**src/rtl/ssram_ctl_pkg.sv**
```systemverilog
// constants for the synchronous pipelined memory cycle control block
// assumes a 10 MHz system clock and an ahb-lite master for status access
//
// Contract
// controller waits at least 1 ms after power up before any access.
// burst order is linear when strap is 0, interleaved when 1.
// clock_hold_n low ignores the clock edge; pipeline state is frozen. The code still enters and leaves ST_SLEEP while held.
// no array write happens during a stall cycle.
// controller deselects the device before raising sleep_request.
// data lines stay high impedance when sleep ends.
// while sleep_request is high, device sleeps and keeps memory contents.
// controller holds sleep_request low in normal operation, never floating.
package ssram_ctl_pkg;
    localparam int          CLK_HZ           = 10_000_000;
    localparam int          POWER_WAIT_US    = 1000;      // 1 ms
    localparam int          POWER_WAIT_CYC   = (POWER_WAIT_US * (CLK_HZ / 1_000_000));
    localparam logic [1:0]  BURST_LINEAR     = 2'h0;
    localparam logic        STRAP_LINEAR     = 1'h0;
    localparam logic [31:0] ADDR_STATUS      = 32'h0000_0000;
    localparam logic [31:0] ADDR_CONTROL     = 32'h0000_0004;
    localparam int          STAT_READY_BIT   = 0;
    localparam int          STAT_SLEEP_BIT   = 1;
    localparam int          STAT_MODE_BIT    = 2;
    localparam int          STAT_DRIVE_BIT   = 3;
    localparam logic [1:0]  HTRANS_NONSEQ    = 2'h2;
    localparam logic        HRESP_OKAY       = 1'h0;
    typedef enum logic [1:0] {ST_POWER, ST_IDLE, ST_READ, ST_SLEEP} pipe_state_t;
endpackage : ssram_ctl_pkg

```
**src/rtl/burst_seq.sv**
```systemverilog
// two-bit burst address sequencer, linear or interleaved
// assumes the caller advances it only on a live, non-stalled edge
`timescale 1ns/1ps
module burst_seq
    import ssram_ctl_pkg::*;
(
    input  wire logic       clk_sys,
    input  wire logic       rst_sync_n,
    input  wire logic       load,
    input  wire logic       advance,
    input  wire logic       interleave,
    input  wire logic [1:0] start,
    output logic      [1:0] addr_lsb
);
    logic [1:0] count_r;
    logic [1:0] start_r;

    // counter steps from zero; start kept for both xor and add ordering
    always_ff @(posedge clk_sys or negedge rst_sync_n) begin
        if (!rst_sync_n) begin
            count_r <= BURST_LINEAR;
            start_r <= BURST_LINEAR;
        end else if (load) begin
            count_r <= BURST_LINEAR;
            start_r <= start;
        end else if (advance) begin
            count_r <= count_r + 2'h1;
        end
    end

    // interleaved uses xor, linear uses modular add
    assign addr_lsb = interleave ? (start_r ^ count_r) : (start_r + count_r);
endmodule : burst_seq

```
**src/rtl/ssram_ctl.sv**
```systemverilog
// cycle control for a synchronous pipelined memory with sleep and stall
// assumes the pins arrive asynchronously and software watches status over ahb-lite
`timescale 1ns/1ps
module ssram_ctl
    import ssram_ctl_pkg::*;
#(
    parameter int AW         = 8,
    parameter int DW         = 18,
    parameter int POWER_WAIT = POWER_WAIT_CYC
)(
    input  wire logic          clk_sys,
    input  wire logic          rst_n,
    input  wire logic          clk_en,
    input  wire logic          clock_hold_n,
    input  wire logic          sleep_request,
    input  wire logic          burst_mode,
    input  wire logic          chip_sel_n,
    input  wire logic          write_n,
    input  wire logic          adv_load,
    input  wire logic [AW-1:0] mem_addr,
    input  wire logic [DW-1:0] dq_in,
    output logic      [DW-1:0] dq_out,
    output logic               dq_oe,
    output logic               power_ready,
    input  wire logic          hsel,
    input  wire logic [31:0]   haddr,
    input  wire logic [1:0]    htrans,
    input  wire logic          hwrite,
    input  wire logic [2:0]    hsize,
    input  wire logic [31:0]   hwdata,
    input  wire logic          hready,
    output logic      [31:0]   hrdata,
    output logic               hreadyout,
    output logic               hresp
);
    localparam int PW = $clog2(POWER_WAIT + 1);

    logic [1:0]    rst_sync_r;
    logic          rst_sync_n;
    logic [1:0]    hold_s_r, sleep_s_r, mode_s_r, cs_s_r, wr_s_r, adv_s_r;
    logic [AW-1:0] addr_s1_r, addr_s2_r;
    logic [DW-1:0] din_s1_r, din_s2_r;
    logic          live;
    logic [PW-1:0] pwr_cnt_r;
    logic          pwr_ok_r;
    logic          mode_r;
    logic          mode_cap_r;
    pipe_state_t   state_r;
    logic [AW-1:0] base_r;
    logic [1:0]    lsb;
    logic [AW-1:0] cur_addr;
    logic [DW-1:0] mem_r [2**AW];
    logic          wr_en;
    logic          bus_wr_r;
    logic          drive_en_r;
    logic [31:0]   bus_addr_r;

    // reset release through two flops
    always_ff @(posedge clk_sys or negedge rst_n) begin
        if (!rst_n) rst_sync_r <= 2'h0;
        else        rst_sync_r <= {rst_sync_r[0], 1'h1};
    end
    assign rst_sync_n = rst_sync_r[1];

    // two-flop synchronisers for every pin input
    always_ff @(posedge clk_sys or negedge rst_sync_n) begin
        if (!rst_sync_n) begin
            hold_s_r  <= 2'h3;
            sleep_s_r <= 2'h0;
            mode_s_r  <= 2'h0;
            cs_s_r    <= 2'h3;
            wr_s_r    <= 2'h3;
            adv_s_r   <= 2'h0;
            addr_s1_r <= '0;
            addr_s2_r <= '0;
            din_s1_r  <= '0;
            din_s2_r  <= '0;
        end else if (clk_en) begin
            hold_s_r  <= {hold_s_r[0], clock_hold_n};
            sleep_s_r <= {sleep_s_r[0], sleep_request};
            mode_s_r  <= {mode_s_r[0], burst_mode};
            cs_s_r    <= {cs_s_r[0], chip_sel_n};
            wr_s_r    <= {wr_s_r[0], write_n};
            adv_s_r   <= {adv_s_r[0], adv_load};
            addr_s1_r <= mem_addr;
            addr_s2_r <= addr_s1_r;
            din_s1_r  <= dq_in;
            din_s2_r  <= din_s1_r;
        end
    end

    // an edge counts only when enabled and not held
    assign live = clk_en && hold_s_r[1];

    // power-up wait before accesses are honoured
    always_ff @(posedge clk_sys or negedge rst_sync_n) begin
        if (!rst_sync_n) begin
            pwr_cnt_r <= '0;
            pwr_ok_r  <= 1'h0;
        end else if (clk_en && !pwr_ok_r) begin
            if (pwr_cnt_r == PW'(POWER_WAIT - 1)) pwr_ok_r <= 1'h1;
            pwr_cnt_r <= pwr_cnt_r + PW'(1);
        end
    end

    // burst order strap caught once, when the power wait has ended
    always_ff @(posedge clk_sys or negedge rst_sync_n) begin
        if (!rst_sync_n) begin
            mode_r     <= STRAP_LINEAR;
            mode_cap_r <= 1'h0;
        end else if (clk_en && !mode_cap_r && pwr_ok_r) begin
            mode_r     <= mode_s_r[1];
            mode_cap_r <= 1'h1;
        end
    end

    // pipeline state: a stall freezes ST_IDLE and ST_READ except for sleep entry; parked while asleep
    always_ff @(posedge clk_sys or negedge rst_sync_n) begin
        if (!rst_sync_n) begin
            state_r <= ST_POWER;
            base_r  <= '0;
        end else if (clk_en) begin
            case (state_r)
                ST_POWER: if (pwr_ok_r) state_r <= ST_IDLE;
                ST_SLEEP: if (!sleep_s_r[1]) state_r <= ST_IDLE;
                default: begin
                    if (sleep_s_r[1] && cs_s_r[1]) begin
                        state_r <= ST_SLEEP;
                    end else if (live) begin
                        if (!cs_s_r[1] && adv_s_r[1]) base_r <= addr_s2_r;
                        if (!cs_s_r[1] && wr_s_r[1]) state_r <= ST_READ;
                        else if (!cs_s_r[1] || adv_s_r[1]) state_r <= ST_IDLE;
                        else state_r <= state_r;
                    end
                end
            endcase
        end
    end

    burst_seq u_burst (
        .clk_sys    (clk_sys),
        .rst_sync_n (rst_sync_n),
        .load       (live && !cs_s_r[1] && adv_s_r[1]),
        .advance    (live && !cs_s_r[1] && !adv_s_r[1]),
        .interleave (mode_r),
        .start      (addr_s2_r[1:0]),
        .addr_lsb   (lsb)
    );
    assign cur_addr = {base_r[AW-1:2], lsb};

    // array write only on a live edge in a powered, awake state
    assign wr_en = live && !cs_s_r[1] && !wr_s_r[1] && !adv_s_r[1]
                   && (state_r == ST_IDLE || state_r == ST_READ);
    always_ff @(posedge clk_sys) begin
        if (wr_en) mem_r[cur_addr] <= din_s2_r;
    end

    // read data and drive enable; dq released in sleep and on wake
    always_ff @(posedge clk_sys or negedge rst_sync_n) begin
        if (!rst_sync_n) begin
            dq_out <= '0;
            dq_oe  <= 1'h0;
        end else if (clk_en) begin
            if (state_r == ST_SLEEP || state_r == ST_POWER || sleep_s_r[1]) begin
                dq_oe <= 1'h0;
            end else if (live) begin
                dq_oe <= (state_r == ST_READ) && drive_en_r;
                if (state_r == ST_READ) dq_out <= mem_r[cur_addr];
            end
        end
    end

    always_ff @(posedge clk_sys or negedge rst_sync_n) begin
        if (!rst_sync_n) power_ready <= 1'h0;
        else if (clk_en) power_ready <= pwr_ok_r;
    end

    // ahb-lite slave: zero wait states, status and control words
    always_ff @(posedge clk_sys or negedge rst_sync_n) begin
        if (!rst_sync_n) begin
            bus_wr_r   <= 1'h0;
            bus_addr_r <= '0;
            drive_en_r <= 1'h1;
            hrdata     <= '0;
        end else if (clk_en) begin
            if (bus_wr_r && bus_addr_r == ADDR_CONTROL) drive_en_r <= hwdata[0];
            bus_wr_r <= 1'h0;
            if (hready && hsel && htrans == HTRANS_NONSEQ) begin
                bus_wr_r   <= hwrite;
                bus_addr_r <= haddr;
                hrdata     <= '0;
                if (!hwrite && haddr == ADDR_STATUS) begin
                    hrdata[STAT_READY_BIT] <= pwr_ok_r;
                    hrdata[STAT_SLEEP_BIT] <= (state_r == ST_SLEEP);
                    hrdata[STAT_MODE_BIT]  <= mode_r;
                    hrdata[STAT_DRIVE_BIT] <= dq_oe;
                end else if (!hwrite && haddr == ADDR_CONTROL) begin
                    hrdata[0] <= drive_en_r;
                end
            end
        end
    end

    always_ff @(posedge clk_sys or negedge rst_sync_n) begin
        if (!rst_sync_n) begin
            hreadyout <= 1'h1;
            hresp     <= HRESP_OKAY;
        end else begin
            hreadyout <= 1'h1;
            hresp     <= HRESP_OKAY;
        end
    end

    // power wait holds the pipeline out of service
    a_power_gate: assert property (@(posedge clk_sys) disable iff (!rst_sync_n)
        !pwr_ok_r |-> state_r == ST_POWER) else $error("access before wait");
    a_power_count: assert property (@(posedge clk_sys) disable iff (!rst_sync_n)
        $rose(pwr_ok_r) |-> pwr_cnt_r == PW'(POWER_WAIT)) else $error("wait length");
    // a linear burst step moves the low address bits up by one, wrapping
    a_burst_order: assert property (@(posedge clk_sys) disable iff (!rst_sync_n)
        mode_r == STRAP_LINEAR && live && !cs_s_r[1] && !adv_s_r[1]
        |=> lsb == $past(lsb) + 2'h1) else $error("linear order");
    a_stall_freeze: assert property (@(posedge clk_sys) disable iff (!rst_sync_n)
        clk_en && !hold_s_r[1] && !sleep_s_r[1] && state_r != ST_POWER
        |=> $stable(state_r) && $stable(base_r)) else $error("stall moved pipe");
    a_stall_nowrite: assert property (@(posedge clk_sys) disable iff (!rst_sync_n)
        !hold_s_r[1] |-> !wr_en) else $error("write in stall");
    a_sleep_nowrite: assert property (@(posedge clk_sys) disable iff (!rst_sync_n)
        state_r == ST_SLEEP |-> !wr_en) else $error("write in sleep");
    a_wake_hiz: assert property (@(posedge clk_sys) disable iff (!rst_sync_n)
        clk_en && state_r == ST_SLEEP && !sleep_s_r[1] |=> !dq_oe)
        else $error("dq driven on wake");
    a_sleep_hiz: assert property (@(posedge clk_sys) disable iff (!rst_sync_n)
        state_r == ST_SLEEP ##1 state_r == ST_SLEEP |-> !dq_oe)
        else $error("dq driven asleep");
endmodule : ssram_ctl

```
**config.mk**
```make
export PLATFORM = sky130hd
export DESIGN_NAME = ssram_ctl
export DESIGN_NICKNAME = d
export VERILOG_FILES = /design/src/rtl/ssram_ctl_pkg.sv /design/src/rtl/burst_seq.sv /design/src/rtl/ssram_ctl.sv
export SDC_FILE = /design/constraint.sdc
export NUM_CORES = 2
export LEC_CHECK = 0
export ABC_CLOCK_PERIOD_IN_PS = 6500
export BUFFER_PORTS_ARGS = -buffer_cell sky130_fd_sc_hd__buf_4
export CORE_UTILIZATION = 40
export DETAILED_ROUTE_END_ITERATION = 8
export GPL_ROUTABILITY_DRIVEN = 1
export GPL_TIMING_DRIVEN = 0
export PLACE_DENSITY_LB_ADDON = 0.12
export RECOVER_POWER = 50
export REMOVE_ABC_BUFFERS = 1
export SETUP_SLACK_MARGIN = 0.05
export SLEW_MARGIN = 5
export SYNTH_ARGS = -nofsm -noshare
export SYNTH_HDL_FRONTEND = slang
export SYNTH_MEMORY_MAX_BITS = 65536
export SYNTH_SLANG_ARGS = --single-unit
```
**constraint.sdc**
```tcl
create_clock -name clk_sys -period 6.5 [get_ports clk_sys]
set_clock_uncertainty 0.05 [all_clocks]
set_input_delay 1.95 -clock clk_sys [delete_from_list [all_inputs] [get_ports clk_sys]]
set_output_delay 1.95 -clock clk_sys [all_outputs]
set_load 0.03 [all_outputs]
```
==> flow_summary.ini <==
[outcome]
status = finished, violations left
violations = max-capacitance violations, max-slew violations, negative setup slack

[sta]
setup_viol = 1
setup_tns_ns = -0.0340
fmax_mhz = 153
post-route-min-period_ns = 6.53
setup_ws_ns = -0.0340
maxSlewViolCount = 3958
max-slew-margin-rel_pct = -178
finalHoldViolCount = 0
rsz0062_at_grt = true
period_share_pct = 101
worst_pin_slew_ns = 4.17

[finish]
fill_cells = 40000
drive_gt1_share_pct = 15.1
multi_input_area_um2 = 44600
utilization_pct = 47.3
regArea_um2 = 142000
area_delta_synth_final_pct = 17.9
nNetsFinal = 13300
stdcell_area_um2 = 223000
layout.cells.non_filler = 19800

[power_and_ir_drop]
power_frac_clock_pct = 23.8
combPwrFrac_pct = 46.7
p_leak_nw = 73.0
p_sw_share_pct = 40.8
total_power_mw = 121
peakVddDrop_v = 0.000426
p_int_mw = 71.6
powerDensity_nw_per_um2 = 543
pwr-share-seq_pct = 29.5
power.switching_mw = 49.4

[global_routing]
grt_pass1_wl_um = 854000
grt.overflow.total = 0
grt_max_degree = 87
grt_use_total_pct = 25.2
antenna_found_initial = 29
grt_pass1_vias = 113000

[worst_setup_path]
critPathBufInv = 7
crit_slowest_cell = a311oi_2
r2r-end = dq_out[7]
crit_chain = nand2b_4 > buf_16 > xnor2_4 > buf_16 > buf_16 > buf_16 > buf_12 > buf_12 > buf_12 > nand2_1 > nand3_1 > nand4_1 > o211ai_1 > o311ai_1 > a311oi_2 > o32a_1
max_stage_delay_ns = 0.99
critPathLaunch = mode_r
critical_path.max_fanout = 47
setup.worst_path.start_class = register
cp-end-kind = register
reg2reg_slack_ns = -0.03
reg2reg_depth = 16
rr_startpoint = mode_r
arrival_ns = 7.49
cp_top_family = compound AO/OA/AOI/OAI gates
worstSetupEndpoint = dq_out[7]
critPathRequiredTime_ns = 7.46
path_depth = 16
cpMostUsedCell = buf_16
worstSetupPathType = register to register

[drt]
wl_met2_um = 287000
drt_iter0_drc = 12400
drt-pass1-iter-count = 8
routedWlPerCell_um = 30.7
routed.top_layer = met5
vias_per_cell = 5.85
met3WireLength_um = 43700
drt_drc_violations_left = 0
ant_nets = 0
vias = 116000
m1WireLength_um = 253000
routed_wl_um = 609000

[clock_tree]
cts_hold_buf = 0
ctsLongestPathBuffers = 4
cts_tree = yes
root_buffer = clkbuf_16
clk_latency_ns = 1.07
cts-htree-levels = 6
cts.sinks = 4761
cts.clk_slew.worst_paths_ns = 0.06
cts_buffers = 531

[floorplanning]
initial_core_util_pct = 40.1
die-area_um2 = 475000
die_h_um = 689
num_rows = 252
die_width_um = 689
core_area_um2 = 471000
ioPinCount = 161

[placement]
port_buffers = 96
hpwl_um = 391000
gp_congestion = 0.792
dp_cells = 18900
dpl-instance-area_um2 = 207000

[synthesis]
synth_cell_types = 69
synth_largest_area_cell = edfxtp_1
syn_area_per_cell_um2 = 14.7
ys_top_cells_by_area = edfxtp_1 73%, nand2_1 5.5%, nand3_1 2.8%, mux2i_1 2.7%, mux4_2 2.7%
ys.flop_type = edfxtp_1
ys_ff_latch = 4761
synth_edf_count = 4608
yosys.area.top_type_share_pct = 73.2
syn_area_um2 = 189000
seq_area_frac_synth_pct = 75.2
ys_warn_count = 0
synth-async-reset-ratio_pct = 3.21
synthesis.instances = 12800

[min_path]
hp-class = register to register

[flow_run]
cap_violations = 64
worst register-to-register path, cell delays in order, from the launching register on:
cell      delay [ns]
dfrtp_1         0.55
nand2b_4        0.48
buf_16          0.36
xnor2_4         0.81
buf_16          0.26
buf_16          0.20
buf_16          0.18
buf_12          0.22
buf_12          0.22
buf_12          0.23
nand2_1         0.09
nand3_1         0.08
nand4_1         0.49
o211ai_1        0.55
o311ai_1        0.43
a311oi_2        0.99
o32a_1          0.29
stage by stage:
step | setup WS, ns | hold WS, ns
after detailed placement | -1.12 | 0.186
after CTS | 0.0557 | 0.168
final | -0.0340 | 0.309
after floorplan | -81.95 | 0.281
after global routing | 0.0217 | 0.331
after global placement | -223.82 | 0.287
flip-flops by register name, summed over array words and instances, names as in the netlist, 6 cells and up:
register / flops
addr_s1_r: 8
din_s2_r: 18
dq_out: 18
base_r: 6
bus_addr_r: 32
din_s1_r: 18
addr_s2_r: 8
pwr_cnt_r: 14
mem_r: 4608
power groups by stage:
| stage | Combinational (mW) | Clock, mW | Sequential [mW] |
|---|---|---|---|
| finish | 56.4 | 28.8 | 35.7 |
| CTS | 56.6 | 29.3 | 35.6 |
| floorplan | 20.9 | 0 | 36.9 |
| global placement | 29.4 | 0 | 38.8 |
| global route | 59.6 | 30.4 | 35.7 |
| detailed placement | 56.3 | 0 | 36.2 |
layer usage:
metal | GRT usage [%] | vias up
li1 | - | 50000
met1 | 34.5 | 60200
met2 | 40.7 | 4668
met3 | 4.01 | 1013
met4 | 9.32 | 2
met5 | 0 | -
cells in the mapped netlist, types with 7 or more instances:
cell type  number
edfxtp_1     4608
nand2_1      2769
nand3_1      1072
mux2i_1       508
clkbuf_1      446
nor2_1        356
a21oi_1       343
buf_2         251
nand4_1       228
mux4_2        224
o221ai_1      187
a31oi_1       185
nor3_1        180
o21ai_0       164
dfrtp_1       146
buf_1         131
mux2_2        111
o22ai_1       108
a32oi_1        85
a22oi_1        83
o311ai_0       74
buf_4          69
nor4_1         53
or4_1          52
o211ai_1       46
o22a_1         40
a311oi_1       34
a211oi_1       26
o2111ai_1      21
nor2b_1        18
o31ai_1        18
a221oi_1       17
a211o_1        16
a41oi_1        15
o32a_1         14
and3_1         12
nand2b_1       11
o311ai_1       11
inv_1           9
xnor2_1         9
a22o_1          7
dfstp_2         7
layout by cell type, fill, tap and decap left out, types with 46 or more instances in the layout:
| cell | n |
|---|---|
| edfxtp_1 | 4608 |
| nand2_1 | 2751 |
| nand3_1 | 1059 |
| clkbuf_16 | 546 |
| mux2i_1 | 507 |
| a21oi_1 | 342 |
| nand4_1 | 228 |
| mux4_2 | 224 |
| clkbuf_1 | 196 |
| o221ai_1 | 187 |
| buf_16 | 186 |
| a31oi_1 | 184 |
| nor2_2 | 176 |
| nor3_1 | 175 |
| o21ai_0 | 157 |
| buf_12 | 150 |
| dfrtp_1 | 139 |
| buf_8 | 127 |
| buf_4 | 126 |
| mux2_2 | 111 |
| o22ai_1 | 108 |
| clkinv_1 | 100 |
| nor2_4 | 98 |
| a32oi_1 | 84 |
| a22oi_1 | 83 |
| nor2_1 | 82 |
| o311ai_0 | 71 |
| clkinv_2 | 70 |
| or4_1 | 52 |
| nor4_1 | 51 |
| o211ai_1 | 46 |
how the worst min path moves through the flow:
stage               endpoint          start  depth (start not counted)  slack [ns]
2_1_floorplan  rst_sync_r[1]  rst_sync_r[0]                          0        0.28
3_3_place_gp   rst_sync_r[1]  rst_sync_r[0]                          0        0.29
3_5_place_dp          mode_r  rst_sync_r[1]                          0        0.19
4_1_cts            hrdata[0]  rst_sync_r[1]                          0        0.17
5_1_grt        rst_sync_r[1]  rst_sync_r[0]                          0        0.33
6_report       rst_sync_r[1]  rst_sync_r[0]                          0        0.31
kinds of logic (layout without fill, tap and decap cells):
logic type	after synthesis	after routing	share of synthesized area, %
AO/OA/AOI/OAI	1528	1528	5.59
other	2	45	0.00397
buffers and inverters	911	1638	2.13
flip-flops	4761	4761	75.2
adder cells (fa/ha/maj)	5	5	0.0331
XOR/XNOR	17	17	0.103
AND/OR/NAND/NOR	4770	4771	10.9
multiplexers	843	843	6.02
final cells by class:
cell class,instances,share of cell area [%]
sequential,4761,63.8
multi-input combinational,7195,20.0
clock buffer,708,6.45
timing repair buffer,677,5.20
tap,6223,3.50
clock inverter,244,0.939
inverter,9,0.0185
antenna,14,0.0157
repair_timing:
item,4_1_cts,5_1_grt
setup buffers,5,2
setup endpoints to repair,40,29
gates cloned,1,0
pin swaps,5,0
endpoints found under the hold margin,0,0
resized for setup,6,7
No activity file was read; power rests on OpenSTA's default activity.
